<file path="src/drp_consts.svh">
// Offsets, field positions, reset values and timing counts of the drive port block.
// Functional notes
// - A remote reset line assertion raises a reset indication, like reset received.
// - Serial port takes incoming serial data from the host-to-drive path.
// - Serial port sends its serial data on the drive-to-host path.
// - Dual indicators: link on with carrier; no carrier clears link and activity.
// - Dual indicators: activity blinks during traffic on either pair, else off.
// - Link only: off without carrier, steady with carrier, blinking on receive traffic.
// - Network port supports autonegotiation of link speed.
// - Network port drives pair one as MDI, pair two in crossover configuration.
// - Serial bytes are asynchronous NRZ: one start, no parity, one stop bit.
// - Serial paths run at 9600 baud by default; other rates are allowed.
`ifndef DRP_CONSTS_SVH
`define DRP_CONSTS_SVH

// ----------------------------------------
// Register offsets
// ----------------------------------------
`define DRP_OFF_CTRL 5'h00
`define DRP_OFF_STATUS 5'h04
`define DRP_OFF_IRQ_STATUS 5'h08
`define DRP_OFF_IRQ_MASK 5'h0C
`define DRP_OFF_BAUD_DIV 5'h10
`define DRP_OFF_TX_DATA 5'h14
`define DRP_OFF_RX_DATA 5'h18

// ----------------------------------------
// Field positions and reset values
// ----------------------------------------
`define DRP_CTRL_DUAL 0
`define DRP_CTRL_XOVER 1
`define DRP_CTRL_ANEG 2
`define DRP_CTRL_IND_EN 3
`define DRP_CTRL_ANEG_RESTART 4
`define DRP_CTRL_RST 4'hD
`define DRP_IRQ_RESET 0
`define DRP_IRQ_CARRIER 1
`define DRP_IRQ_RX 2
`define DRP_IRQ_TX 3
`define DRP_IRQ_FRAME 4
`define DRP_IRQ_W 5

// ----------------------------------------
// Timing
// ----------------------------------------
`define DRP_CLK_HZ 100000000
`define DRP_BAUD 9600
`define DRP_BAUD_DIV_RST 16'((`DRP_CLK_HZ) / (`DRP_BAUD))
`define DRP_BLINK_HALF_MS 100
`define DRP_BLINK_CYCLES ((`DRP_BLINK_HALF_MS) * ((`DRP_CLK_HZ) / 1000))

`endif

</file>
<file path="src/drp_pkg.sv">
// Types shared by the drive port block.
package drp_pkg;

  typedef struct packed {
    logic remote_reset;
    logic carrier;
    logic tx_traffic;
    logic rx_traffic;
    logic serial_rx;
  } drp_pins_t;

  typedef struct packed {
    logic aneg_restart;
    logic ind_en;
    logic aneg;
    logic xover;
    logic dual;
  } drp_ctrl_t;

  typedef enum logic [3:0] {
    SER_IDLE = 4'h1,
    SER_START = 4'h2,
    SER_DATA = 4'h4,
    SER_STOP = 4'h8
  } drp_ser_state_t;

endpackage

</file>
<file path="src/drp_sync.sv">
// Three-stage pin synchroniser with agreement filter.
`timescale 1ns/100ps
module drp_sync
  import drp_pkg::*;
#(
  parameter int WIDTH = 5,
  parameter logic [WIDTH-1:0] RESET_VAL = '0
)
(
  input wire logic CLK,
  input wire logic RST_N,
  input wire logic [WIDTH-1:0] D,
  output logic [WIDTH-1:0] Q
);

  logic [WIDTH-1:0] s1;
  logic [WIDTH-1:0] s2;
  logic [WIDTH-1:0] s3;

  // The first stage feeds only the second; a change counts once stages two and three agree.
  always_ff @(posedge CLK)
  begin
    if (!RST_N)
    begin
      s1 <= RESET_VAL;
      s2 <= RESET_VAL;
      s3 <= RESET_VAL;
      Q <= RESET_VAL;
    end
    else
    begin
      s1 <= D;
      s2 <= s1;
      s3 <= s2;
      for (int i = 0; i < WIDTH; i++)
      begin
        if (s2[i] == s3[i])
        begin
          Q[i] <= s3[i];
        end
      end
    end
  end

endmodule

</file>
<file path="src/drp_top.sv">
// Drive port link status, serial paths, remote reset and indicator logic.
`timescale 1ns/100ps
`include "drp_consts.svh"
module drp_top
  import drp_pkg::*;
#(
  parameter int BLINK_CYCLES = `DRP_BLINK_CYCLES
)
(
  input wire logic CLK,
  input wire logic RST_N,
  input wire logic [4:0] AVS_ADDRESS,
  input wire logic AVS_READ,
  input wire logic AVS_WRITE,
  input wire logic [31:0] AVS_WRITEDATA,
  input wire logic [3:0] AVS_BYTEENABLE,
  output logic [31:0] AVS_READDATA,
  output logic AVS_WAITREQUEST,
  output logic IRQ,
  input wire logic REMOTE_RESET,
  input wire logic CARRIER_DETECT,
  input wire logic TX_TRAFFIC,
  input wire logic RX_TRAFFIC,
  input wire logic [1:0] LINK_SPEED,
  input wire logic SERIAL_RX,
  output logic SERIAL_TX,
  output logic RESET_IND,
  output logic LINK_INDICATOR,
  output logic ACTIVITY_INDICATOR,
  output logic PAIR_ONE_EN,
  output logic PAIR_TWO_EN,
  output logic AUTONEG_EN,
  output logic AUTONEG_RESTART
);

  localparam int BW = (BLINK_CYCLES > 1) ? $clog2(BLINK_CYCLES) : 1;

  drp_pins_t pins_raw;
  drp_pins_t pins_s;
  drp_ctrl_t ctrl;
  drp_ser_state_t tx_state;
  drp_ser_state_t rx_state;
  logic [`DRP_IRQ_W-1:0] irq_status;
  logic [`DRP_IRQ_W-1:0] irq_mask;
  logic [`DRP_IRQ_W-1:0] events;
  logic [`DRP_IRQ_W-1:0] rd_irq;
  logic [15:0] baud_div;
  logic ack;
  logic req;
  logic wr_go;
  logic rd_go;
  logic [31:0] next_readdata;
  logic rr_prev;
  logic carrier_prev;
  logic [BW-1:0] blink_cnt;
  logic blink_phase;
  logic next_link;
  logic next_act;
  logic [15:0] tx_cnt;
  logic [2:0] tx_bit;
  logic [7:0] tx_shift;
  logic tx_go;
  logic ev_tx;
  logic [15:0] rx_cnt;
  logic [2:0] rx_bit;
  logic [7:0] rx_shift;
  logic [7:0] rx_data;
  logic rx_full;
  logic ev_rx;
  logic ev_frame;

  function automatic logic [31:0] be_merge(logic [31:0] old, logic [31:0] wd, logic [3:0] be);
    logic [31:0] r;
    r = old;
    for (int i = 0; i < 4; i++)
    begin
      if (be[i])
      begin
        r[i*8 +: 8] = wd[i*8 +: 8];
      end
    end
    return r;
  endfunction

  // ----------------------------------------
  // Pin synchronisers
  // ----------------------------------------
  assign pins_raw = '{REMOTE_RESET, CARRIER_DETECT, TX_TRAFFIC, RX_TRAFFIC, SERIAL_RX};

  // The serial line idles high, so its stages reset high to avoid a false start bit.
  drp_sync #(.WIDTH(5), .RESET_VAL(5'h01)) u_sync (
    .CLK(CLK),
    .RST_N(RST_N),
    .D(pins_raw),
    .Q(pins_s)
  );

  // ----------------------------------------
  // Avalon-MM slave
  // ----------------------------------------
  // One wait state: data is captured on the first edge and handed over on the second.
  assign req = AVS_READ | AVS_WRITE;
  assign AVS_WAITREQUEST = req & ~ack;
  assign wr_go = AVS_WRITE & ack;
  assign rd_go = AVS_READ & ack;

  always_ff @(posedge CLK)
  begin
    if (!RST_N)
    begin
      ack <= 1'b0;
    end
    else
    begin
      ack <= req & ~ack;
    end
  end

  always_comb
  begin
    next_readdata = 32'h0;
    unique case (AVS_ADDRESS)
      `DRP_OFF_CTRL: next_readdata[4:0] = ctrl;
      `DRP_OFF_STATUS: next_readdata[6:0] = {LINK_SPEED, pins_s.remote_reset, rx_full,
        ~tx_state[0], pins_s.tx_traffic | pins_s.rx_traffic, pins_s.carrier};
      `DRP_OFF_IRQ_STATUS: next_readdata[`DRP_IRQ_W-1:0] = irq_status;
      `DRP_OFF_IRQ_MASK: next_readdata[`DRP_IRQ_W-1:0] = irq_mask;
      `DRP_OFF_BAUD_DIV: next_readdata[15:0] = baud_div;
      `DRP_OFF_RX_DATA: next_readdata[7:0] = rx_data;
      default: next_readdata = 32'h0;
    endcase
  end

  always_ff @(posedge CLK)
  begin
    if (!RST_N)
    begin
      AVS_READDATA <= 32'h0;
    end
    else if (AVS_READ && !ack)
    begin
      AVS_READDATA <= next_readdata;
    end
  end

  always_ff @(posedge CLK)
  begin
    if (!RST_N)
    begin
      ctrl <= 5'(`DRP_CTRL_RST);
      irq_mask <= '0;
      baud_div <= `DRP_BAUD_DIV_RST;
    end
    else
    begin
      ctrl.aneg_restart <= 1'b0;
      if (wr_go && AVS_ADDRESS == `DRP_OFF_CTRL)
      begin
        ctrl <= 5'(be_merge(32'(ctrl) & 32'hF, AVS_WRITEDATA, AVS_BYTEENABLE));
      end
      if (wr_go && AVS_ADDRESS == `DRP_OFF_IRQ_MASK)
      begin
        irq_mask <= `DRP_IRQ_W'(be_merge(32'(irq_mask), AVS_WRITEDATA, AVS_BYTEENABLE));
      end
      if (wr_go && AVS_ADDRESS == `DRP_OFF_BAUD_DIV)
      begin
        baud_div <= 16'(be_merge(32'(baud_div), AVS_WRITEDATA, AVS_BYTEENABLE));
      end
    end
  end

  // ----------------------------------------
  // Interrupts
  // ----------------------------------------
  // Only the bits returned by the read are cleared, and a new event wins over the clear.
  assign events = {ev_frame, ev_tx, ev_rx, pins_s.carrier ^ carrier_prev, RESET_IND};
  assign rd_irq = (rd_go && AVS_ADDRESS == `DRP_OFF_IRQ_STATUS) ?
    AVS_READDATA[`DRP_IRQ_W-1:0] : '0;

  always_ff @(posedge CLK)
  begin
    if (!RST_N)
    begin
      irq_status <= '0;
      IRQ <= 1'b0;
    end
    else
    begin
      irq_status <= (irq_status & ~rd_irq) | events;
      IRQ <= |(((irq_status & ~rd_irq) | events) & irq_mask);
    end
  end

  // ----------------------------------------
  // Remote reset and network port pins
  // ----------------------------------------
  always_ff @(posedge CLK)
  begin
    if (!RST_N)
    begin
      rr_prev <= 1'b0;
      carrier_prev <= 1'b0;
      RESET_IND <= 1'b0;
    end
    else
    begin
      rr_prev <= pins_s.remote_reset;
      carrier_prev <= pins_s.carrier;
      RESET_IND <= pins_s.remote_reset & ~rr_prev;
    end
  end

  assign PAIR_ONE_EN = ~ctrl.xover;
  assign PAIR_TWO_EN = ctrl.xover;
  assign AUTONEG_EN = ctrl.aneg;
  assign AUTONEG_RESTART = ctrl.aneg_restart;

  // ----------------------------------------
  // Indicators
  // ----------------------------------------
  always_ff @(posedge CLK)
  begin
    if (!RST_N)
    begin
      blink_cnt <= '0;
      blink_phase <= 1'b0;
    end
    else if (blink_cnt == BW'(BLINK_CYCLES - 1))
    begin
      blink_cnt <= '0;
      blink_phase <= ~blink_phase;
    end
    else
    begin
      blink_cnt <= blink_cnt + BW'(1);
    end
  end

  always_comb
  begin
    next_link = 1'b0;
    next_act = 1'b0;
    if (ctrl.ind_en && pins_s.carrier)
    begin
      if (ctrl.dual)
      begin
        next_link = 1'b1;
        next_act = (pins_s.tx_traffic | pins_s.rx_traffic) & blink_phase;
      end
      else
      begin
        next_link = pins_s.rx_traffic ? blink_phase : 1'b1;
      end
    end
  end

  always_ff @(posedge CLK)
  begin
    if (!RST_N)
    begin
      LINK_INDICATOR <= 1'b0;
      ACTIVITY_INDICATOR <= 1'b0;
    end
    else
    begin
      LINK_INDICATOR <= next_link;
      ACTIVITY_INDICATOR <= next_act;
    end
  end

  // ----------------------------------------
  // Serial transmitter, drive-to-host path
  // ----------------------------------------
  // A byte written while busy is dropped; software polls the busy bit or the done event.
  assign tx_go = wr_go && AVS_ADDRESS == `DRP_OFF_TX_DATA && AVS_BYTEENABLE[0];

  always_ff @(posedge CLK)
  begin
    if (!RST_N)
    begin
      tx_state <= SER_IDLE;
      SERIAL_TX <= 1'b1;
      tx_cnt <= 16'h0;
      tx_bit <= 3'h0;
      tx_shift <= 8'h00;
      ev_tx <= 1'b0;
    end
    else
    begin
      ev_tx <= 1'b0;
      tx_cnt <= (tx_state == SER_IDLE || tx_cnt == baud_div - 16'h1) ? 16'h0 : tx_cnt + 16'h1;
      unique case (tx_state)
        SER_IDLE:
          if (tx_go)
          begin
            tx_shift <= AVS_WRITEDATA[7:0];
            SERIAL_TX <= 1'b0;
            tx_state <= SER_START;
          end
        SER_START:
          if (tx_cnt == baud_div - 16'h1)
          begin
            SERIAL_TX <= tx_shift[0];
            tx_bit <= 3'h0;
            tx_state <= SER_DATA;
          end
        SER_DATA:
          if (tx_cnt == baud_div - 16'h1)
          begin
            if (tx_bit == 3'h7)
            begin
              SERIAL_TX <= 1'b1;
              tx_state <= SER_STOP;
            end
            else
            begin
              SERIAL_TX <= tx_shift[1];
              tx_shift <= {1'b0, tx_shift[7:1]};
              tx_bit <= tx_bit + 3'h1;
            end
          end
        SER_STOP:
          if (tx_cnt == baud_div - 16'h1)
          begin
            ev_tx <= 1'b1;
            tx_state <= SER_IDLE;
          end
      endcase
    end
  end

  // ----------------------------------------
  // Serial receiver, host-to-drive path
  // ----------------------------------------
  always_ff @(posedge CLK)
  begin
    if (!RST_N)
    begin
      rx_state <= SER_IDLE;
      rx_cnt <= 16'h0;
      rx_bit <= 3'h0;
      rx_shift <= 8'h00;
      rx_data <= 8'h00;
      rx_full <= 1'b0;
      ev_rx <= 1'b0;
      ev_frame <= 1'b0;
    end
    else
    begin
      ev_rx <= 1'b0;
      ev_frame <= 1'b0;
      if (rd_go && AVS_ADDRESS == `DRP_OFF_RX_DATA)
      begin
        rx_full <= 1'b0;
      end
      rx_cnt <= rx_cnt + 16'h1;
      unique case (rx_state)
        SER_IDLE:
        begin
          rx_cnt <= 16'h0;
          if (!pins_s.serial_rx)
          begin
            rx_state <= SER_START;
          end
        end
        SER_START:
          if (rx_cnt == {1'b0, baud_div[15:1]})
          begin
            rx_cnt <= 16'h0;
            rx_bit <= 3'h0;
            rx_state <= pins_s.serial_rx ? SER_IDLE : SER_DATA;
          end
        SER_DATA:
          if (rx_cnt == baud_div - 16'h1)
          begin
            rx_cnt <= 16'h0;
            rx_shift <= {pins_s.serial_rx, rx_shift[7:1]};
            rx_bit <= rx_bit + 3'h1;
            if (rx_bit == 3'h7)
            begin
              rx_state <= SER_STOP;
            end
          end
        SER_STOP:
          if (rx_cnt == baud_div - 16'h1)
          begin
            rx_state <= SER_IDLE;
            if (pins_s.serial_rx)
            begin
              rx_data <= rx_shift;
              rx_full <= 1'b1;
              ev_rx <= 1'b1;
            end
            else
            begin
              ev_frame <= 1'b1;
            end
          end
      endcase
    end
  end
endmodule

</file>
<file path="config.mk">
export PLATFORM = sky130hd
export DESIGN_NAME = drp_top
export DESIGN_NICKNAME = d
export VERILOG_FILES = /design/src/drp_pkg.sv /design/src/drp_sync.sv /design/src/drp_top.sv
export VERILOG_INCLUDE_DIRS = /design/src
export SDC_FILE = /design/constraint.sdc
export NUM_CORES = 1
export LEC_CHECK = 0
export ABC_AREA = 1
export BUFFER_PORTS_ARGS = -buffer_cell sky130_fd_sc_hd__clkbuf_2
export CORE_MARGIN = 3
export CORE_UTILIZATION = 56
export DETAILED_ROUTE_END_ITERATION = 10
export GPL_ROUTABILITY_DRIVEN = 0
export PLACE_DENSITY = 0.74
export SETUP_SLACK_MARGIN = 0.5
export SLEW_MARGIN = 40
export SYNTH_ARGS = -nofsm -noshare
export SYNTH_HDL_FRONTEND = slang
export SYNTH_SLANG_ARGS = --single-unit
</file>
<file path="constraint.sdc">
create_clock -name CLK -period 3.23 [get_ports CLK]
set_clock_uncertainty 0.15 [all_clocks]
set_input_delay 0.4845 -clock CLK [delete_from_list [all_inputs] [get_ports CLK]]
set_output_delay 0.4845 -clock CLK [all_outputs]
set_load 0.005 [all_outputs]
</file>
; ---- After elaboration in Yosys (flattened, before gate mapping)
; Cells that the tools add are included.
[classes]
n_addsub = 6
reduce_logical = 36
muxes = 46
bitwise = 18
eq_ne = 36
[ops]
columns = operator, count
row1 = 16-bit case mux with 3 select lines, 1
row2 = 4-bit 2-to-1 mux, 10
row3 = "16-bit by 1-bit adder with 16-bit output, second input constant", 2
row4 = 16-bit == test, 2
row5 = 16-bit 2-to-1 mux, 2
row6 = 8-bit 2-to-1 mux, 4
row7 = 4-bit case mux with 4 select lines, 2
row8 = 5-bit case mux with 6 select lines, 1
row9 = "24-bit by 1-bit adder with 24-bit output, second input constant", 1
row10 = "24-bit == test, second input constant", 1
row11 = "2-bit inequality test, second input constant", 11
row12 = 3-bit 2-to-1 mux, 6
row13 = 16-bit by 15-bit == test with 1-bit output, 1
row14 = 8-bit case mux with 2 select lines, 1
row15 = "16-bit by 1-bit subtractor with 16-bit output, second input constant", 1
row16 = "5-bit == test, second input constant", 3
row17 = 3-bit AND reduction, 5
row18 = 2-bit AND reduction, 7
row19 = 1-bit 2-to-1 mux, 13
row20 = 3-bit case mux with 2 select lines, 2
row21 = 4-bit AND reduction, 3
row22 = 5-bit AND, 2
row23 = "5-bit by 4-bit == test with 1-bit output, second input constant", 2
row24 = 5-bit AND reduction, 2
row25 = 26 further kinds, 57
[word_totals]
word_cells = 183
reg_bits = 174
out_inout_bits = 42

; ---- Depth between registers and ports, before layout
[depth]
word_depth = 8
mapped_depth = 19
depth_no_buf = 18

; ---- Modules after synthesis
; From an unflattened synthesis, not the netlist that was laid out.
[unflattened]
hier_cells = 1274
hier_area_um2 = 8842.2
[modules_own_cells]
columns = mod, seq_area_each_um2, area_each_um2, cells_each, instances
row1 = drp_top, 3083.0, 8229.1, 1203, 1
row2 = drp_sync, 400.4, 613.1, 71, 1

; ---- Worst setup path after synthesis
; OpenSTA, ideal clock, no wires.
[synth_timing]
path_type = reg-to-reg
startpoint = register baud_div[0]
endpoint = register rx_cnt[9]
arrival_time_ps = 2150
n_path_buf = 1
path_stages_with_launch = 18
path_slack_ps = 819
setup_ps = 111
path_cell_list = dfxtp_1 -> inv_2 -> ha_1 -> xnor2_1 -> inv_1 -> nand2_1 -> nand2_1 -> nor2_1 -> nand2_1 -> nor2_1 -> nand2_1 -> nor2_2 -> nand2_1 -> nand2_1 -> nand3_2 -> buf_6 -> nand4_1 -> inv_1
[synth_via]
elab_chain_cells = 4
[synth_lines]
columns = item, line_no
row1 = "start, declared", drp_top.sv:47  ; logic [15:0] baud_div;
row2 = "start signal, assigned", drp_top.sv:152  ; baud_div <= `DRP_BAUD_DIV_RST;
row3 = "start signal, assigned", drp_top.sv:167  ; baud_div <= 16'(be_merge(32'(baud_div), AVS_WRITEDATA, AVS_BYTEENABLE));
row4 = 16-bit by 1-bit subtractor with 16-bit output, drp_top.sv:374  ; if (rx_cnt == baud_div - 16'h1)
row5 = 16-bit == test, drp_top.sv:374
row6 = 16-bit 2-to-1 mux, drp_top.sv:374
row7 = 16-bit case mux with 3 select lines, drp_top.sv:357  ; unique case (rx_state)
row8 = "end signal, assigned", drp_top.sv:356  ; rx_cnt <= rx_cnt + 16'h1;
row9 = "end, declared", drp_top.sv:64  ; logic [15:0] rx_cnt;
; No other way between the ends.
; A chain may end at the register's enable or synchronous reset.

; ---- Worst setup path after layout
[layout_timing]
startpoint = register baud_div[0]
endpoint = register rx_cnt[6]
; Same word-level chain as after synthesis.

==> flow_summary_export.csv <==
group,metric,value,unit
outcome,status,"complete, no violations",
critical_path,path_buf_inv,2,
synth,synthArstFlopShare,0,%
cells_and_area,area_delta_synth_final,13.5,%
sta,max_slew_margin,59.1,%
cells_and_area,nFillCells,1372,
critical_path,slowest_stage,"dfxtp_4",
sta,fin_crit_sh,82.2,%
critical_path,slowest_delay,380,ps
detailed_routing,drc,0,
placed_design,hpwl,16000,microns
cells_and_area,diodes,0,
synth,synth_edf_count,0,
global_routing,grt_pass1_vias,7780,
die,ios,94,
sta,fmax,377,MHz
die,die_h,133,microns
sta,finalMaxSlewViolations,0,
power_and_ir_drop,p_per_area,495,nW/um^2
clock_network,cts.reportedPaths.clkPinSlew,80,ps
critical_path,worst-path-max-fanout,8,
sta,hold_viol,0,
die,start_util,58.5,%
clock_network,cts_tree,"done",
global_routing,antenna_found_initial,0,
clock_network,cts_buffer_depth,2,
clock_network,ctsHtreeMaxLevel,4,
synth,syn_area,9050,sq um
critical_path,crit_family,"simple AND/OR/NAND/NOR gates",
clock_network,ctsHoldBuffers,0,
critical_path,critPathRequiredTime,3420,ps
synth,syn_area_per_cell,6.82,sq um
clock_network,cts_num_sinks,174,
sta,setup_slack,574,ps
detailed_routing,viasPerCell,5.28,
synth,yosys_register_bits,174,
global_routing,track_usage,25.0,%
die,die_area,17700,sq um
sta,period_minus_slack,2660,ps
critical_path,cp-end-kind,"flop",
power_and_ir_drop,finalPower,5.09,mW
global_routing,grt_max_degree,97,
detailed_routing,first_pass_iters,5,
power_and_ir_drop,leakage,4.70,nW
die,rows,45,
detailed_routing,drt_iter0_markers,687,
critical_path,arrival,2840,ps
cells_and_area,layout.nets,1451,
critical_path,critPathKind,"reg2reg",
detailed_routing,vias,8522,
synth,synth.most_common_cell,"nand2_1",
placed_design,preCtsSetupSlack,208,ps
critical_path,crit_chain,"inv_4 > ha_4 > nand2_4 > nor2_4 > nand2_2 > nand2_1 > xor2_1 > nand3_2 > nor2_4 > nand2_2 > nand2_4 > nand3_4 > nand4_1 > inv_1",
placed_design,portBuffers,59,
synth,ys_seq_area_share,38.5,%
die,die_w,133,microns
global_routing,grt_pass1_wl,36400,microns
synth,synth_top_cell_by_area,"dfxtp_1",
clock_network,clock-root-buffer,"clkbuf_16",
sta,setup_viol_count_final,0,
power_and_ir_drop,vdd_drop_max,0.522,mV
detailed_routing,wire_per_inst,13.8,microns
synth,synth.distinct_cells,50,
clock_network,clk_latency,440,ps
sta,finalSetupTns,0,ps
min_path,hold_path.class,"in2reg",
detailed_routing,ant_nets,0,
die,core_area,15500,sq um
sta,rsz0062_at_grt,"yes",
global_routing,overflow,0,
synth,yosysWarnings,0,
sta,tightest_slew,609,ps
critical_path,start_kind,"flop",
synth,ys_top_cells_by_count,"286 x nand2_1, 188 x inv_1, 174 x dfxtp_1, 167 x nor2_1, 86 x nand3_1",
synth,yosysTopAreaCellShare,38.5,%
flow_run,drv_cap,0,
synth,ys_top_cells_by_area,"dfxtp_1 38%, nand2_1 12%, inv_1 7.8%, nor2_1 6.9%, nand3_1 4.8%",
clock_network,numCtsBuffers,17,
synth,synth_cells,1327,
detailed_routing,routed_wl,22300,microns
cells_and_area,layout-drive-gt1-share,14.7,%
synth,synthFlopType,"dfxtp_1",
cell usage in the layout (no fill, tap or decap), types with 8 or more instances in the layout:
cell	instances
nor3_1	24
nand3_1	85
or2_2	15
xor2_1	26
nor4_1	8
clkbuf_16	17
inv_1	187
o21ai_0	75
buf_4	15
nor2_1	162
clkbuf_2	58
nand2_2	21
nand2_1	281
a21oi_1	72
nor2_2	13
dfxtp_1	169
conb_1	16
nand4_1	29
nor2_4	12
stage by stage:
stage	cell area, sq um	instances	hold slack, ps	util, %
floorplan	9110	1342	218	-
finish	10300	1615	69.7	66.4
CTS	10100	1606	60.0	65.2
global route	10300	1615	72.4	66.4
detailed placement	9470	1574	233	61.2
global placement	9470	1574	221	61.2
logic make-up (layout without fill, tap and decap cells):
kind of cell	count (synthesis)	count (layout)	synth area share, %
and+or+nand+nor	685	686	34.8
buffers and inverters	244	305	11.3
other	1	16	0.0414
xor gates and xnor gates	35	35	3.47
adders and majority gates	8	8	1.11
AOI/OAI and AO/OA	180	180	10.9
DFF	174	174	38.5
layout make-up:
type                       count  area (sq um)  share of cell area (%)
clock inverter                15           165                    1.61
inverter                     197           742                    7.22
tap                          211           264                    2.57
sequential                   174          3490                    34.0
multi-input combinational    925          4750                    46.2
clock buffer                  17           425                    4.14
timing repair buffer          76           439                    4.27
worst min-delay path, delay by kind of cell:
kind / cells / cell delay (ps)
buf+inv: 2 / 110
simple gates: 1 / 40
flip-flops by register name, indices dropped and copies added, names as in the netlist, 4 cells and up:
| name | cells |
|---|---|
| AVS_READDATA | 16 |
| baud_div | 16 |
| blink_cnt | 24 |
| irq_mask | 5 |
| irq_status | 5 |
| rx_cnt | 16 |
| rx_data | 8 |
| rx_shift | 8 |
| rx_state | 4 |
| tx_cnt | 16 |
| tx_shift | 8 |
| tx_state | 4 |
| u_sync.Q | 5 |
| u_sync.s1 | 5 |
| u_sync.s2 | 5 |
| u_sync.s3 | 5 |
power by group:
part / internal (mW) / switching [mW]
Clock: 1.04 / 1.02
Sequential: 2.25 / 0.0701
Combinational: 0.234 / 0.479
path summary, 6_finish.rpt:
| kind | startpoint | end | slack [ps] | cells after the start |
|---|---|---|---|---|
| setup reg to reg | baud_div[0] | rx_cnt[6] | 570 | 14 |
| setup / recovery | baud_div[0] | rx_cnt[6] | 570 | 14 |
| hold reg to reg | rr_prev | RESET_IND | 250 | 1 |
| hold / removal | TX_TRAFFIC | u_sync.s1[2] | 70 | 3 |
repair_timing:
action | CTS | global route
buffers inserted | 0 | 8
gates resized for setup | 5 | 31
pin swaps | 0 | 8
endpoints found under the setup margin | 60 | 73
cloned | 0 | 1
hold endpoints to repair | 0 | 0
per-layer routing:
layer	wire, microns	GRT usage, %
met2	10200	39.8
met5	0	0
met3	1400	5.55
met1	10200	33.7
met4	517	8.46
Note: power is estimated with default switching activity, not from simulation.
